$ cat src/cla_regs.svh
// How it works
// - Termination-current limit byte, 50uV steps up to 12.75mV, gates full detection.
// - Empty-voltage limit byte, 19.5mV steps, compared with mean cell voltage.
// - Empty-current limit byte, discharge magnitude in 200uV steps, up to 51.0mV.
// - Rated wear charge is sixteen bits in coulomb-count units of 6.25uVh.
// - Wear scale ratio byte weighs 2^-7 per step; 80h means unaged.
// - Wear scale ratio never drops below 40h, whatever lowers it.
// - Host reads and writes the ratio; it is saved and recalled automatically.
// - Discharge advances a wear counter; at 32 times rated charge ratio drops one.
// - A completed learn cycle resets the wear counter.
// - Full while learn-armed clears armed, sets full flag, relearns the ratio.
// - Full loads the count with scaled full value, after any ratio update.
// - Low voltage without learn lowers the count to empty value only if above.
// - Learn-armed loads the count with the empty model value unconditionally.
// - Full needs mean voltage above limit over two readings below termination current.
// - Both full-detect current readings must be positive and above 16 LSB.
// - Full detection sets the full-reached status flag.
// - Mean below empty limit with two strong discharge readings arms learning.
// - Low-voltage flag sets on the voltage crossing alone; clears when relative active remaining exceeds 5%.
// - Full-voltage limit byte, 19.5mV steps, compared with mean cell voltage.
// - Learn-armed clears on completion, discharge, zero count, count write, sleep.
// - Full-reached clears when relative active remaining falls below 90%.
`ifndef CLA_REGS_SVH
`define CLA_REGS_SVH

`define CLA_IDX_TERM_CUR   3'h0
`define CLA_IDX_EMPTY_VOLT 3'h1
`define CLA_IDX_EMPTY_CUR  3'h2
`define CLA_IDX_WEAR_HI    3'h3
`define CLA_IDX_WEAR_LO    3'h4
`define CLA_IDX_RATIO      3'h5
`define CLA_IDX_FULL_VOLT  3'h6
`define CLA_IDX_STATUS     3'h7

`define CLA_RST_BYTE       8'h00
`define CLA_RST_WEAR       16'h0000
`define CLA_RST_RATIO      8'h80
`define CLA_RATIO_FLOOR    8'h40

`define CLA_ST_FULL_BIT    7
`define CLA_ST_LOWV_BIT    6
`define CLA_ST_LEARN_BIT   4

`define CLA_VOLT_SHIFT     2
`define CLA_TERM_SHIFT     5
`define CLA_EMPTY_SHIFT    7
`define CLA_FULL_CUR_MIN   16'h0010
`define CLA_WEAR_SHIFT     5
`define CLA_REL_ACTIVE_REMAINING_FULL_CLR  8'h5A
`define CLA_REL_ACTIVE_REMAINING_LOWV_CLR  8'h05
`define CLA_DIV_BITS       5'h17

`endif

$ cat src/cla_pkg.sv
package cla_pkg;

  typedef enum logic [1:0] {
    CLA_IDLE = 2'b00,
    CLA_DIV  = 2'b01,
    CLA_LOAD = 2'b11
  } cla_fsm_t;

  typedef struct packed {
    cla_fsm_t    fsm;
    logic [7:0]  term_cur;
    logic [7:0]  empty_volt;
    logic [7:0]  empty_cur;
    logic [7:0]  full_volt;
    logic [15:0] wear;
    logic [7:0]  ratio;
    logic [15:0] prev_cur;
    logic        prev_vhigh;
    logic        have_prev;
    logic        learn;
    logic        full;
    logic        lowv;
    logic        load;
    logic [15:0] load_val;
    logic [7:0]  rdata;
    logic        save;
    logic [7:0]  save_val;
  } cla_core_st_t;

  typedef struct packed {
    logic [21:0] cnt;
    logic        step;
  } cla_ager_st_t;

  typedef struct packed {
    logic [16:0] rem;
    logic [22:0] dvd;
    logic [15:0] dvs;
    logic [22:0] quo;
    logic [4:0]  cnt;
    logic        busy;
    logic        done;
  } cla_div_st_t;

endpackage : cla_pkg

$ cat src/cla_wear_ager.sv
`timescale 1ns/1ps
`include "cla_regs.svh"

module cla_wear_ager (
  input  wire logic        mclk_i,
  input  wire logic        rst_n_i,
  input  wire logic        dec_vld_i,
  input  wire logic [15:0] dec_amt_i,
  input  wire logic [15:0] rated_i,
  input  wire logic        clear_i,
  output logic             step_o
);

  cla_pkg::cla_ager_st_t st_q;
  cla_pkg::cla_ager_st_t st_d;

  logic [21:0] limit;
  logic [21:0] sum;

  assign limit = {1'b0, rated_i, 5'h00};
  assign sum   = st_q.cnt + {6'h00, dec_amt_i};

  always_comb
  begin
    st_d      = st_q;
    st_d.step = 1'b0;
    if (clear_i)
    begin
      st_d.cnt = 22'h000000;
    end
    else if (dec_vld_i && (rated_i != 16'h0000))
    begin
      // A zero rated charge would age on every step, so it disables aging instead.
      if (sum >= limit)
      begin
        st_d.cnt  = sum - limit;
        st_d.step = 1'b1;
      end
      else
      begin
        st_d.cnt = sum;
      end
    end
  end

  always_ff @(posedge mclk_i)
  begin
    if (!rst_n_i)
    begin
      st_q <= '0;
    end
    else
    begin
      st_q <= st_d;
    end
  end

  assign step_o = st_q.step;
endmodule : cla_wear_ager

$ cat src/cla_ratio_div.sv
`timescale 1ns/1ps
`include "cla_regs.svh"

module cla_ratio_div (
  input  wire logic        mclk_i,
  input  wire logic        rst_n_i,
  input  wire logic        start_i,
  input  wire logic [22:0] dividend_i,
  input  wire logic [15:0] divisor_i,
  output logic             done_o,
  output logic [22:0]      quotient_o
);

  cla_pkg::cla_div_st_t st_q;
  cla_pkg::cla_div_st_t st_d;

  logic [16:0] trial;

  assign trial = {st_q.rem[15:0], st_q.dvd[22]};

  // One quotient bit per clock keeps the area small; a relearn is rare.
  always_comb
  begin
    st_d      = st_q;
    st_d.done = 1'b0;
    if (start_i && !st_q.busy)
    begin
      st_d.rem  = 17'h00000;
      st_d.dvd  = dividend_i;
      st_d.dvs  = divisor_i;
      st_d.quo  = 23'h000000;
      st_d.cnt  = `CLA_DIV_BITS;
      st_d.busy = 1'b1;
    end
    else if (st_q.busy)
    begin
      st_d.dvd = {st_q.dvd[21:0], 1'b0};
      if (trial >= {1'b0, st_q.dvs})
      begin
        st_d.rem = trial - {1'b0, st_q.dvs};
        st_d.quo = {st_q.quo[21:0], 1'b1};
      end
      else
      begin
        st_d.rem = trial;
        st_d.quo = {st_q.quo[21:0], 1'b0};
      end
      st_d.cnt = st_q.cnt - 5'h01;
      if (st_q.cnt == 5'h01)
      begin
        st_d.busy = 1'b0;
        st_d.done = 1'b1;
      end
    end
  end

  always_ff @(posedge mclk_i)
  begin
    if (!rst_n_i)
    begin
      st_q <= '0;
    end
    else
    begin
      st_q <= st_d;
    end
  end

  assign done_o     = st_q.done;
  assign quotient_o = st_q.quo;

endmodule : cla_ratio_div

$ cat src/cla_gauge_core.sv
`timescale 1ns/1ps
`include "cla_regs.svh"

module cla_gauge_core (
  input  wire logic        mclk_i,
  input  wire logic        rst_n_i,
  input  wire logic        prm_wr_i,
  input  wire logic        prm_rd_i,
  input  wire logic [2:0]  prm_addr_i,
  input  wire logic [7:0]  prm_wdata_i,
  output logic [7:0]       prm_rdata_o,
  input  wire logic        ee_recall_i,
  input  wire logic [7:0]  ee_ratio_i,
  output logic             ee_save_o,
  output logic [7:0]       ee_ratio_o,
  input  wire logic        meas_upd_i,
  input  wire logic [9:0]  vin1_i,
  input  wire logic [9:0]  vin2_i,
  input  wire logic [15:0] averaged_current_i,
  input  wire logic [15:0] coulomb_count_i,
  input  wire logic        cc_dec_vld_i,
  input  wire logic [15:0] cc_dec_amt_i,
  input  wire logic        cc_written_i,
  input  wire logic        sleep_i,
  input  wire logic [15:0] full_model_i,
  input  wire logic [15:0] ae_model_i,
  input  wire logic [7:0]  rel_active_remaining_i,
  output logic             cc_load_o,
  output logic [15:0]      cc_load_val_o,
  output logic [7:0]       status_o
);

  cla_pkg::cla_core_st_t st_q;
  cla_pkg::cla_core_st_t st_d;

  logic [10:0] vsum;
  logic [9:0]  vmean;
  logic        vhigh;
  logic        vlow;
  logic        cur_chg_ok;
  logic        prev_chg_ok;
  logic        cur_dis_ok;
  logic        prev_dis_ok;
  logic        full_det;
  logic        ae_det;
  logic        lowv_det;
  logic        age_step;
  logic        div_start;
  logic        div_done;
  logic [22:0] div_quo;
  logic        learn_done;
  logic [7:0]  learned_ratio;
  logic [23:0] full_prod;
  logic [15:0] full_scaled;

  function automatic logic chg_ok(input logic [15:0] cur, input logic [7:0] term);
    logic [15:0] lim;
    lim    = {3'h0, term, 5'h00};
    chg_ok = !cur[15] && (cur > `CLA_FULL_CUR_MIN) && (cur < lim);
  endfunction : chg_ok

  function automatic logic dis_ok(input logic [15:0] cur, input logic [7:0] lim);
    logic [16:0] mag;
    mag    = 17'h00000 - {cur[15], cur};
    dis_ok = cur[15] && (mag > {2'h0, lim, 7'h00});
  endfunction : dis_ok

  function automatic logic [7:0] floor_ratio(input logic [7:0] r);
    floor_ratio = (r < `CLA_RATIO_FLOOR) ? `CLA_RATIO_FLOOR : r;
  endfunction : floor_ratio

  assign vsum        = {1'b0, vin1_i} + {1'b0, vin2_i};
  assign vmean       = vsum[10:1];
  assign vhigh       = vmean > {st_q.full_volt, 2'b00};
  assign vlow        = vmean < {st_q.empty_volt, 2'b00};
  assign cur_chg_ok  = chg_ok(averaged_current_i, st_q.term_cur);
  assign prev_chg_ok = chg_ok(st_q.prev_cur, st_q.term_cur);
  assign cur_dis_ok  = dis_ok(averaged_current_i, st_q.empty_cur);
  assign prev_dis_ok = dis_ok(st_q.prev_cur, st_q.empty_cur);

  // Both detectors look only at the update strobe, the latest reading and the stored one.
  assign full_det = meas_upd_i && st_q.have_prev && vhigh && st_q.prev_vhigh
                    && cur_chg_ok && prev_chg_ok;
  assign ae_det   = meas_upd_i && st_q.have_prev && vlow && cur_dis_ok && prev_dis_ok;
  assign lowv_det = meas_upd_i && vlow;

  // Ratio scaling keeps the full value a fixed-point product with 2^-7 weighting.
  assign full_prod   = {8'h00, full_model_i} * {16'h0000, st_q.ratio};
  assign full_scaled = full_prod[23] ? 16'hFFFF : full_prod[22:7];

  // Start drops with done, or the divider would rerun and hand a stale quotient to the next learn.
  assign div_start     = (st_q.fsm == cla_pkg::CLA_DIV) && !div_done;
  assign learn_done    = (st_q.fsm == cla_pkg::CLA_DIV) && div_done;
  assign learned_ratio = (div_quo > 23'h0000FF) ? 8'hFF : floor_ratio(div_quo[7:0]);

  cla_ratio_div u_div (
    .mclk_i     (mclk_i),
    .rst_n_i    (rst_n_i),
    .start_i    (div_start),
    .dividend_i ({coulomb_count_i, 7'h00}),
    .divisor_i  (full_model_i),
    .done_o     (div_done),
    .quotient_o (div_quo)
  );

  cla_wear_ager u_ager (
    .mclk_i    (mclk_i),
    .rst_n_i   (rst_n_i),
    .dec_vld_i (cc_dec_vld_i),
    .dec_amt_i (cc_dec_amt_i),
    .rated_i   (st_q.wear),
    .clear_i   (learn_done),
    .step_o    (age_step)
  );

  always_comb
  begin
    st_d      = st_q;
    st_d.load = 1'b0;
    st_d.save = 1'b0;

    if (meas_upd_i)
    begin
      st_d.prev_cur   = averaged_current_i;
      st_d.prev_vhigh = vhigh;
      st_d.have_prev  = 1'b1;
    end

    if (prm_wr_i)
    begin
      unique case (prm_addr_i)
        `CLA_IDX_TERM_CUR:   st_d.term_cur = prm_wdata_i;
        `CLA_IDX_EMPTY_VOLT: st_d.empty_volt = prm_wdata_i;
        `CLA_IDX_EMPTY_CUR:  st_d.empty_cur = prm_wdata_i;
        `CLA_IDX_WEAR_HI:    st_d.wear[15:8] = prm_wdata_i;
        `CLA_IDX_WEAR_LO:    st_d.wear[7:0] = prm_wdata_i;
        `CLA_IDX_FULL_VOLT:  st_d.full_volt = prm_wdata_i;
        default:             st_d.term_cur = st_q.term_cur;
      endcase
    end

    // Ratio sources, highest first: recall, relearn, host write, aging.
    if (ee_recall_i)
    begin
      st_d.ratio = floor_ratio(ee_ratio_i);
    end
    else if (learn_done)
    begin
      st_d.ratio = learned_ratio;
    end
    else if (prm_wr_i && (prm_addr_i == `CLA_IDX_RATIO))
    begin
      st_d.ratio = floor_ratio(prm_wdata_i);
    end
    else if (age_step && (st_q.ratio > `CLA_RATIO_FLOOR))
    begin
      st_d.ratio = st_q.ratio - 8'h01;
    end

    if ((st_d.ratio != st_q.ratio) && !ee_recall_i)
    begin
      st_d.save     = 1'b1;
      st_d.save_val = st_d.ratio;
    end

    if (prm_rd_i)
    begin
      unique case (prm_addr_i)
        `CLA_IDX_TERM_CUR:   st_d.rdata = st_q.term_cur;
        `CLA_IDX_EMPTY_VOLT: st_d.rdata = st_q.empty_volt;
        `CLA_IDX_EMPTY_CUR:  st_d.rdata = st_q.empty_cur;
        `CLA_IDX_WEAR_HI:    st_d.rdata = st_q.wear[15:8];
        `CLA_IDX_WEAR_LO:    st_d.rdata = st_q.wear[7:0];
        `CLA_IDX_RATIO:      st_d.rdata = st_q.ratio;
        `CLA_IDX_FULL_VOLT:  st_d.rdata = st_q.full_volt;
        `CLA_IDX_STATUS:     st_d.rdata = status_o;
      endcase
    end

    // In every flag a set in the same cycle outranks the clear.
    if (full_det)
    begin
      st_d.full = 1'b1;
    end
    else if (rel_active_remaining_i < `CLA_REL_ACTIVE_REMAINING_FULL_CLR)
    begin
      st_d.full = 1'b0;
    end

    if (ae_det)
    begin
      st_d.learn = 1'b1;
    end
    else if (full_det || (meas_upd_i && averaged_current_i[15]) || cc_written_i || sleep_i
             || (coulomb_count_i == 16'h0000))
    begin
      st_d.learn = 1'b0;
    end

    if (lowv_det)
    begin
      st_d.lowv = 1'b1;
    end
    else if (rel_active_remaining_i > `CLA_REL_ACTIVE_REMAINING_LOWV_CLR)
    begin
      st_d.lowv = 1'b0;
    end

    unique case (st_q.fsm)
      cla_pkg::CLA_IDLE:
      begin
        if (full_det && st_q.learn)
        begin
          st_d.fsm = cla_pkg::CLA_DIV;
        end
        else if (full_det)
        begin
          st_d.load     = 1'b1;
          st_d.load_val = full_scaled;
        end
        else if (ae_det || (lowv_det && st_q.learn))
        begin
          st_d.load     = 1'b1;
          st_d.load_val = ae_model_i;
        end
        else if (lowv_det && (coulomb_count_i > ae_model_i))
        begin
          st_d.load     = 1'b1;
          st_d.load_val = ae_model_i;
        end
      end
      cla_pkg::CLA_DIV:
      begin
        if (div_done)
        begin
          st_d.fsm = cla_pkg::CLA_LOAD;
        end
      end
      cla_pkg::CLA_LOAD:
      begin
        // The full value is scaled by the ratio stored one edge earlier, the relearned one.
        st_d.load     = 1'b1;
        st_d.load_val = full_scaled;
        st_d.fsm      = cla_pkg::CLA_IDLE;
      end
      default:
      begin
        st_d.fsm = cla_pkg::CLA_IDLE;
      end
    endcase
  end

  always_ff @(posedge mclk_i)
  begin
    if (!rst_n_i)
    begin
      st_q       <= '0;
      st_q.ratio <= `CLA_RST_RATIO;
      st_q.wear  <= `CLA_RST_WEAR;
    end
    else
    begin
      st_q <= st_d;
    end
  end

  assign prm_rdata_o   = st_q.rdata;
  assign ee_save_o     = st_q.save;
  assign ee_ratio_o    = st_q.save_val;
  assign cc_load_o     = st_q.load;
  assign cc_load_val_o = st_q.load_val;
  assign status_o      = {st_q.full, st_q.lowv, 1'b0, st_q.learn, 4'h0};
endmodule : cla_gauge_core

$ cat config.mk
export PLATFORM = sky130hd
export DESIGN_NAME = cla_gauge_core
export DESIGN_NICKNAME = d
export VERILOG_FILES = /design/src/cla_pkg.sv /design/src/cla_wear_ager.sv /design/src/cla_ratio_div.sv /design/src/cla_gauge_core.sv
export VERILOG_INCLUDE_DIRS = /design/src
export SDC_FILE = /design/constraint.sdc
export NUM_CORES = 1
export LEC_CHECK = 0
export BUFFER_PORTS_ARGS = -buffer_cell sky130_fd_sc_hd__clkbuf_2
export CORE_ASPECT_RATIO = 0.8
export CORE_UTILIZATION = 45
export DETAILED_ROUTE_END_ITERATION = 16
export GPL_ROUTABILITY_DRIVEN = 0
export GPL_TIMING_DRIVEN = 0
export PLACE_DENSITY_LB_ADDON = 0.12
export SLEW_MARGIN = 10
export SYNTH_ARGS = -nofsm -noshare
export SYNTH_HDL_FRONTEND = slang
export SYNTH_SLANG_ARGS = --single-unit
$ cat constraint.sdc
create_clock -name mclk_i -period 18.6 [get_ports mclk_i]
set_input_delay 4.65 -clock mclk_i [delete_from_list [all_inputs] [get_ports mclk_i]]
set_output_delay 4.65 -clock mclk_i [all_outputs]
set_load 0.005 [all_outputs]
==> summary.md, run 1 <==
| Metric | Value |
|---|---|
| # rows | `65` |
| Clock sinks | `214` |
| Core ar. | `39900 um^2` |
| Die width | `228 um` |
| Max Clock Skew | `0.0249 ns` |
| Vias | `17.0k` |
| Status | `finished, final reports clean` |
| Netlist cell types | `86` |
| Critical Path End Type | `register` |
| H-tree levels | `1` |
| Worst setup SP type | `input port` |
| Remaining global-route overflow | `0` |
| CTS resizes | `0` |
| Antenna violations before repair | `4` |
| Setup_tns | `0 ns` |
| Post-route ant nets | `0` |
| Largest net degree at the start of global routing | `14` |
| Max Clock Freq | `0.101 GHz` |
| WL/cell | `18.3 um` |
| Cts hold-fix bufs | `0` |
| Clock latency on the worst-skew pair | `0.57 ns` |
| Max-slew headroom | `0.355` |
| Max Slew Vio Count | `0` |
| Reg-to-Reg End | `cc_load_val_o[2]` |
| Ys flop type | `dfxtp_1` |
| Syn-to-layout area delta | `13.2%` |
| Setup bufs post-CTS | `0` |
| Full die area | `41800 um^2` |
| Leakage | `9.19 nW` |
| CP Launch Point | `full_model_i[14]` |
| Avg Inst Size Synth | `7.97 um^2` |
| Hold Vio Cnt, Final | `0` |
| Share of layout cells above drive strength 1 | `0.110` |
| Final period utilization | `0.532` |
| CP Max Fanout | `10` |
| RSZ-0062 raised after global routing | `false` |
| IO Pins | `178` |
| FF+latch count, synth | `214` |
| Seq/Total Area, Yosys | `0.232` |
| Power per cell area | `82.9 nW/um^2` |
| FF-to-FF setup slack | `11.61 ns` |
| Tightest hold margin | `0.456 ns` |
| Min Tclk post-route | `9.89 ns` |
| Worst-Margin Slew | `0.960 ns` |
| Min-Delay Path Class | `register to register` |
| Nets@finish | `2899` |
| Final setup violation count | `0` |
| Gr usage total | `0.269` |
| First-pass GRT wire length | `89400 um` |
| Post-Synthesis Cells | `2314` |
| Synthesized area | `18400 um^2` |
| Initial Util | `0.462` |
| Top cell type's share of synthesized area | `0.232` |
| CTS root buffer | `clkbuf_16` |
| Total power | `1.73 mW` |
| DRT Pass-1 Iters | `5` |
| Detailed placement HPWL | `44800 um` |
| Via count of the first global-routing pass | `16.2k` |
| EDFF count, synth | `0` |
| Clock Tree Buf Depth | `3` |
| DRC | `0` |
| FF-to-FF Start | `st_q[62]` |
| Worst Hold Launch | `st_q[90]` |
| Worst r2r path cells | `19` |
| Ys Warns | `0` |
| Vias/cell | `5.55` |
| Critical path endpoint | `cc_load_val_o[2]` |
| Clock-pin slew on the worst setup and hold paths | `0.06 ns` |
| Total wire length | `56100 um` |
| Area leader, netlist | `dfxtp_1` |
| Worst path arrival time | `10.31 ns` |
| Required @ worst endpoint | `19.02 ns` |
| Setup Crit Path Kind | `input port to register` |
| Maxcap violations | `0` |
| CTS tree | `done` |
| Die height | `183 um` |
| Iteration-0 DRC Markers | `1364` |
| Synth area leaders | `dfxtp_1 (23%), ha_1 (11%), fa_1 (9.4%), a21oi_1 (5.9%), mux2i_1 (5.3%)` |
| Ys async rst share | `0` |
| Peak supply drop | `0.0607 mV` |
| Total CTS buffers | `25` |
| Port Buf Inserts | `165` |
[cell type report]
type	count	area (um^2)
buffer	132	648
multi-input combinational	1741	12700
clock inverter	10	193
clock buffer	35	723
tap	536	671
fill	3873	19100
antenna	4	10.0
timing repair buffer	165	826
sequential	214	4280
inverter	231	867
[synthesized netlist by cell type, drive strengths merged (13+ instances only)]
library cell  count
a211oi           22
a21o             22
a21oi           217
a22oi            14
a31oi            13
and2            117
buf              49
clkbuf           83
dfxtp           214
fa               87
ha              166
inv             230
mux2i            97
nand2           241
nand2b           25
nand3            43
nand4            16
nor2            198
nor3             35
nor4             20
o21a             17
o21ai            94
or2              13
xnor2            60
xor2             31
[worst min path at each step]
stage | endpoint | slack [ns] | cells after the start
6_report | st_q[90] | 0.46 | 2
3_3_place_gp | st_q[99] | 0.44 | 2
3_5_place_dp | st_q[90] | 0.45 | 2
2_1_floorplan | u_div.st_q[84] | 0.43 | 2
5_1_grt | st_q[101] | 0.49 | 2
4_1_cts | st_q[90] | 0.45 | 2
[cell usage in the layout (no fill, tap or decap), types with 25 or more instances in the layout]
| cell | n |
|---|---|
| xnor2_1 | 60 |
| buf_4 | 40 |
| a21oi_1 | 217 |
| nand2b_1 | 25 |
| nor2_1 | 198 |
| ha_1 | 166 |
| nor3_1 | 35 |
| mux2i_1 | 97 |
| inv_1 | 228 |
| xor2_1 | 31 |
| clkbuf_2 | 165 |
| fa_1 | 87 |
| dfxtp_1 | 214 |
| clkbuf_16 | 25 |
| clkbuf_1 | 87 |
| nand3_1 | 43 |
| nand2_1 | 241 |
| and2_1 | 117 |
| o21ai_0 | 80 |
[registers in the layout, summed over array words and instances, names as in the netlist, 3 cells and up]
| name | cells |
|---|---|
| st_q | 76 |
| u_div.st_q | 54 |
| u_div.quotient_o | 23 |
| u_ager.st_q | 22 |
| cc_load_val_o | 16 |
| ee_ratio_o | 8 |
| prm_rdata_o | 8 |
| status_o | 3 |
[critical path, stage by stage]
cell and delay (ns):
clkbuf_1 0.41, and2_1 0.22, fa_1 0.42, fa_1 0.49, fa_1 0.55, inv_1 0.06
fa_1 0.53, inv_1 0.05, ha_1 0.39, a21oi_1 0.10, o311a_1 0.35, a21oi_1 0.28
a2111oi_0 0.15, a311oi_1 0.71, clkbuf_1 0.44, nand2_1 0.09, a22oi_1 0.27, a21oi_1 0.13
[kinds of logic after synthesis]
family / count (synthesis) / synth area share
xor+xnor: 91 / 0.0432
simple gates: 772 / 0.202
flops: 214 / 0.232
compound gates: 517 / 0.177
buf+inv: 363 / 0.0822
other cells: 1 / 0.000203
fa+ha+maj: 253 / 0.207
mux: 103 / 0.0565
[metrics by stage]
stage	cells	utilization	area (um^2)	setup slack [ns]
4_1_cts	3064	0.523	20900	8.79
3_5_place_dp	3019	0.500	20000	8.24
3_3_place_gp	3019	0.500	20000	8.22
6_report	3068	0.523	20900	8.71
2_1_floorplan	2318	-	18500	9.17
5_1_grt	3068	0.523	20900	8.43
[where the power goes]
group / internal [mW] / switching, mW
clock: 0.341 / 0.211
combinational: 0.281 / 0.402
sequential: 0.478 / 0.0172
[routing by layer]
layer	track usage	routed length, um	vias up
met4	0.0660	1210	0
li1	-	-	8299
met5	0	0	-
met3	0.0456	4340	82
met2	0.402	23200	589
met1	0.399	27400	8055
Note: power is estimated with default switching activity, not from simulation.
==> run 2: changes to the inputs <==
--- a/config.mk
+++ b/config.mk
@@ -6,6 +6,7 @@
 export SDC_FILE = /design/constraint.sdc
 export NUM_CORES = 1
 export LEC_CHECK = 0
+export ABC_AREA = 1
 export BUFFER_PORTS_ARGS = -buffer_cell sky130_fd_sc_hd__clkbuf_2
 export CORE_ASPECT_RATIO = 0.8
 export CORE_UTILIZATION = 45
==> constraint.sdc (replaced) <==
create_clock -name mclk_i -period 9 [get_ports mclk_i]
set_input_delay 2.25 -clock mclk_i [delete_from_list [all_inputs] [get_ports mclk_i]]
set_output_delay 2.25 -clock mclk_i [all_outputs]
set_load 0.005 [all_outputs]
==> summary.md, run 2 <==
| Metric | Value |
|---|---|
| Status | `finished, final reports clean` |
| M2 GR Usage | `0.413` |
| Total wire length | `62300 um` |
| Net switching power | `2.05 mW` |
| H-tree levels | `1` |
| Total power | `4.48 mW` |
| Avg Inst Size Synth | `6.53 um^2` |
| Clock latency on the worst-skew pair | `0.56 ns` |
| Tightest hold margin | `0.456 ns` |
| Worst setup slack after layout | `2.13 ns` |
| Post-synth top cells | `nand2_1 (738), inv_1 (539), a21oi_1 (259)` |
| Cts hold-fix bufs | `0` |
| GRT Max-Usage Layer | `met2` |
| Iteration-0 DRC Markers | `1786` |
| Final setup violation count | `0` |
| Share of layout cells above drive strength 1 | `0.0909` |
| Die height | `189 um` |
| DRC | `0` |
| Most frequent cell after synthesis | `nand2_1` |
| Core ar. | `43100 um^2` |
| Leakage | `11.7 nW` |
| CTS tree | `done` |
| Vias/cell | `5.24` |
| Global-route met1 utilization | `0.407` |
| IO Pins | `178` |
| Worst path arrival time | `7.33 ns` |
| Total CTS buffers | `25` |
| Gr usage total | `0.278` |
| CP Launch Point | `full_model_i[7]` |
| First-pass GRT wire length | `98600 um` |
| Vias | `19.7k` |
| Sequential cell area | `4280 um^2` |
| FF+latch count, synth | `214` |
| # fillers | `4438` |
| FF-to-FF Start | `st_q[61]` |
| Clock sinks | `214` |
| Nets@finish | `3574` |
| Max reg flops | `76` |
| Reg with most FFs | `st_q` |
| Clock-pin slew on the worst setup and hold paths | `0.06 ns` |
| Setup bufs post-CTS | `0` |
| Ys flop type | `dfxtp_1` |
| Min-Delay Path Class | `register to register` |
| Internal | `2.43 mW` |
| Core Util, Final | `0.508` |
| Largest net degree at the start of global routing | `13` |
| CTS root buffer | `clkbuf_16` |
| Critical Path End Type | `register` |
| GR Util met3 | `0.0555` |
| Setup_tns | `0 ns` |
| Most frequent cells in the layout | `nand2_1 (738), inv_1 (539), a21oi_1 (259), nor2_1 (220), dfxtp_1 (214)` |
| Ys async rst share | `0` |
| Detailed placement HPWL | `50700 um` |
| Area leader, netlist | `dfxtp_1` |
| WL/cell | `16.6 um` |
| DRT Pass-1 Iters | `6` |
| Max Clock Freq | `0.146 GHz` |
| Peak supply drop | `0.139 mV` |
| # rows | `68` |
| Die width | `235 um` |
| RSZ-0062 raised after global routing | `false` |
| Commonest non-fill, non-tap cell in the layout | `nand2_1` |
| Via count of the first global-routing pass | `18.3k` |
| Placed Cells | `3718` |
| Syn-to-layout area delta | `11.4%` |
| Post-route ant nets | `0` |
| Required @ worst endpoint | `9.46 ns` |
| Top cell type's share of synthesized area | `0.218` |
| EDFF count, synth | `0` |
| Netlist cell types | `55` |
| Post-Synthesis Cells | `3002` |
| Power per cell area | `205 nW/um^2` |
| Multi-input gate area | `12500 um^2` |
| Max Slew Vio Count | `0` |
| Ys Warns | `0` |
| Maxcap violations | `0` |
| Clock Tree Buf Depth | `3` |
| Synth area leaders | `dfxtp_1 (22%), nand2_1 (14%), ha_1 (11%), inv_1 (10%), fa_1 (8.9%)` |
| Layout Cells excl Fill | `3765` |
| Antenna violations before repair | `3` |
| Setup Crit Path Kind | `input port to register` |
| Register share of total power | `0.236` |
| Combinational power share | `0.549` |
| Max Clock Skew | `0.0265 ns` |
| DP Worst Slack | `1.67 ns` |
| Port Buf Inserts | `152` |
| Remaining global-route overflow | `0` |
| Full die area | `44400 um^2` |
| Worst setup SP type | `input port` |
| Switching share of total power | `0.458` |
| Area post-placement | `21100 um^2` |
| Max-slew headroom | `0.361` |
| Seq/Total Area, Yosys | `0.218` |
| Worst Hold Launch | `st_q[40]` |
| Min Tclk post-route | `6.87 ns` |
| Final Cell Area | `21800 um^2` |
| Synthesized area | `19600 um^2` |
| Hold Vio Cnt, Final | `0` |
| CP Max Fanout | `10` |
| Worst-Margin Slew | `0.934 ns` |
| Final period utilization | `0.764` |
| Share of power burned in the clock network | `0.215` |
| CTS resizes | `0` |
| Initial Util | `0.456` |
[run 2: cell count changes after synthesis, moves of 90 or more]
cell | before | now
nand2_1 | 241 | 738
mux2i_1 | 97 | 0
nand3_1 | 43 | 160
o21ai_0 | 80 | 170
inv_1 | 228 | 539
and2_1 | 117 | 3
[run 2: cell type report]
type | instances | share of cell area
multi-input combinational | 2096 | 0.573
sequential | 214 | 0.196
inverter | 551 | 0.0949
timing repair buffer | 152 | 0.0348
buffer | 145 | 0.0342
tap | 560 | 0.0321
clock buffer | 33 | 0.0305
clock inverter | 11 | 0.00384
antenna | 3 | 0.000344
[run 2: per-layer routing]
| layer | vias to the layer above | wire, um |
|---|---|---|
| met1 | 9046 | 30400 |
| met4 | 0 | 1500 |
| li1 | 9868 | - |
| met2 | 710 | 25300 |
| met3 | 88 | 5120 |
| met5 | - | 0 |
[run 2: cells by family (layout without fill, tap and decap cells)]
family,count (synthesis),after routing,synth area share
buffers and inverters,696,892,0.144
AO/OA/AOI/OAI,519,519,0.143
other,1,8,0.000191
XOR/XNOR,60,60,0.0268
adder cells (fa/ha/maj),253,253,0.195
AND/OR/NAND/NOR,1259,1259,0.273
flip-flops,214,214,0.218
[run 2: path summary, 6_finish.rpt]
path / end / cells past startpoint / slack, ns
worst max register to register: cc_load_val_o[6] / 26 / 2.61
worst min-delay path: st_q[40] / 2 / 0.46
worst min register to register: st_q[40] / 2 / 0.46
worst max-delay path: cc_load_val_o[6] / 25 / 2.13
[run 2: power by group through the flow]
stage | clock [mW] | sequential [mW] | combinational [mW]
6_report | 0.964 | 1.06 | 2.46
5_1_grt | 1.01 | 1.06 | 2.79
4_1_cts | 0.978 | 1.06 | 2.44
3_5_place_dp | 0 | 1.08 | 2.41
3_3_place_gp | 0 | 1.08 | 2.38
2_1_floorplan | 0 | 1.06 | 1.81
[run 2: critical path, cell delays in order]
cell	delay, ns
clkbuf_1	0.45
nand2_1	0.10
inv_1	0.10
fa_1	0.43
fa_1	0.53
fa_1	0.58
inv_1	0.06
fa_1	0.53
inv_1	0.04
ha_1	0.36
nand2_1	0.12
nor2_1	0.11
inv_1	0.07
nor3_1	0.29
nand3_1	0.19
nand2_1	0.12
nand2_1	0.06
nand2_2	0.16
buf_2	0.23
nor2_1	0.06
nand2_1	0.06
nand4_1	0.11
nand2_1	0.11
nand2_1	0.07
a21oi_1	0.11
==> run 3: changes to the inputs <==
==> constraint.sdc (replaced) <==
create_clock -name mclk_i -period 5.9 [get_ports mclk_i]
set_input_delay 1.475 -clock mclk_i [delete_from_list [all_inputs] [get_ports mclk_i]]
set_output_delay 1.475 -clock mclk_i [all_outputs]
set_load 0.005 [all_outputs]
==> summary.md, run 3 (same netlist as run 2, synthesis figures left out) <==
| Metric | Value |
|---|---|
| Core ar. | `43100 um^2` |
| Leakage | `11.7 nW` |
| Required @ worst endpoint | `6.28 ns` |
| # fillers | `4427` |
| Final setup violation count | `0` |
| Clock-pin slew on the worst setup and hold paths | `0.06 ns` |
| FF-to-FF setup slack | `0.33 ns` |
| Total wire length | `62400 um` |
| Max Clock Skew | `0.0271 ns` |
| Cts hold-fix bufs | `0` |
| Critical Path End Type | `register` |
| Share of layout cells above drive strength 1 | `0.101` |
| Remaining global-route overflow | `0` |
| Port Buf Inserts | `152` |
| IO Pins | `178` |
| Hold Vio Cnt, Final | `0` |
| Setup Crit Path Kind | `input port to register` |
| Total CTS buffers | `25` |
| Reg with most FFs | `st_q` |
| Vias/cell | `5.25` |
| DP Worst Slack | `-0.657 ns` |
| Worst setup SP type | `input port` |
| Iteration-0 DRC Markers | `1891` |
| Clock Tree Buf Depth | `3` |
| Worst path arrival time | `6.06 ns` |
| Setup bufs post-CTS | `0` |
| Clock sinks | `214` |
| Critical path endpoint | `cc_load_val_o[7]` |
| Most frequent cells in the layout | `nand2_1 (735), inv_1 (539), a21oi_1 (256), nor2_1 (220), dfxtp_1 (214)` |
| Via count of the first global-routing pass | `18.3k` |
| CTS tree | `done` |
| Antenna violations before repair | `3` |
| Vias | `19.8k` |
| CP Max Fanout | `10` |
| Max reg flops | `76` |
| Largest net degree at the start of global routing | `13` |
| Status | `finished, final reports clean` |
| Detailed placement HPWL | `50700 um` |
| Worst-Margin Slew | `0.927 ns` |
| Gr usage total | `0.278` |
| Min-Delay Path Class | `register to register` |
| Max Clock Freq | `0.176 GHz` |
| CP Launch Point | `full_model_i[6]` |
| Max-slew headroom | `0.366` |
| DRT Pass-1 Iters | `6` |
| First-pass GRT wire length | `98600 um` |
| Worst r2r path cells | `23` |
| Worst setup slack after layout | `0.219 ns` |
| Clock latency on the worst-skew pair | `0.55 ns` |
| Die height | `189 um` |
| Max Slew Vio Count | `0` |
| Maxcap violations | `0` |
| Commonest non-fill, non-tap cell in the layout | `nand2_1` |
| Initial Util | `0.456` |
| # rows | `68` |
| Full die area | `44400 um^2` |
| Post-route ant nets | `0` |
| Nets@finish | `3574` |
| Die width | `235 um` |
| CTS root buffer | `clkbuf_16` |
| Final period utilization | `0.963` |
| H-tree levels | `1` |
| Min Tclk post-route | `5.68 ns` |
| DRC | `0` |
| Sequential cell area | `4280 um^2` |
| FF-to-FF Start | `st_q[61]` |
| Power per cell area | `314 nW/um^2` |
| Reg-to-Reg End | `cc_load_val_o[7]` |
| Multi-input gate area | `12600 um^2` |
| WL/cell | `16.6 um` |
| Peak supply drop | `0.211 mV` |
| Core Util, Final | `0.510` |
| Syn-to-layout area delta | `11.8%` |
## run 3: worst min-delay path by stage
stage / endpoint / from / cells past startpoint
floorplan: st_q[40] / st_q[40] / 2
global placement: st_q[40] / st_q[40] / 2
detailed placement: st_q[40] / st_q[40] / 2
CTS: st_q[40] / st_q[40] / 2
global route: u_div.st_q[42] / u_div.st_q[42] / 2
finish: st_q[40] / st_q[40] / 2
## run 3: per-layer routing
metal  global-route usage  routed length [um]  vias up
li1                     -                   -     9876
met4               0.0684                1520        0
met2                0.413               25400      718
met3               0.0555                5250       84
met1                0.407               30200     9079
met5                    0                   0        -
## run 3: worst max-delay path, stage by stage
cell	delay, ns
clkbuf_2	0.25
nand2_1	0.09
inv_1	0.09
fa_1	0.48
fa_1	0.52
fa_1	0.54
inv_1	0.05
fa_1	0.59
inv_1	0.06
ha_2	0.32
a21o_1	0.19
a21oi_1	0.12
nand2_1	0.12
a21oi_2	0.18
nand2_1	0.09
nand2_1	0.11
nand2_4	0.10
clkbuf_4	0.19
o21ai_0	0.15
o21ai_0	0.15
nand2_1	0.12
a21oi_1	0.06
## run 3: timing repair
action                     in CTS  in global routing
pin swaps                       0                  0
setup endpoints to repair      16                 16
gates resized for setup        11                 39
## run 3: power breakdown
part | switching (mW) | total [mW] | internal, mW
Clock | 0.636 | 1.47 | 0.834
Combinational | 2.45 | 3.81 | 1.36
Sequential | 0.0767 | 1.62 | 1.54
Total | 3.16 | 6.89 | 3.73
## run 3: final cells by class
cell class,count,share of cell area
multi-input cells,2096,0.574
repair buffers,152,0.0347
flip-flops and latches,214,0.195
plain buffers,145,0.0354
diodes,3,0.000342
inverters,551,0.0945
clock buffers,33,0.0303
clock inverters,11,0.00382
well taps,560,0.0319
## run 3: stage by stage
stage / setup TNS (ns) / area [um^2] / hold WS (ns) / cells / power (mW)
after floorplan: 0 / 19600 / 0.434 / 3006 / 4.38
after global placement: -8.18 / 21100 / 0.446 / 3718 / 5.27
after detailed placement: -9.01 / 21100 / 0.449 / 3718 / 5.32
after CTS: 0 / 21900 / 0.458 / 3762 / 6.82
after global routing: -0.0504 / 21900 / 0.484 / 3765 / 7.49
final: 0 / 21900 / 0.457 / 3765 / 6.89
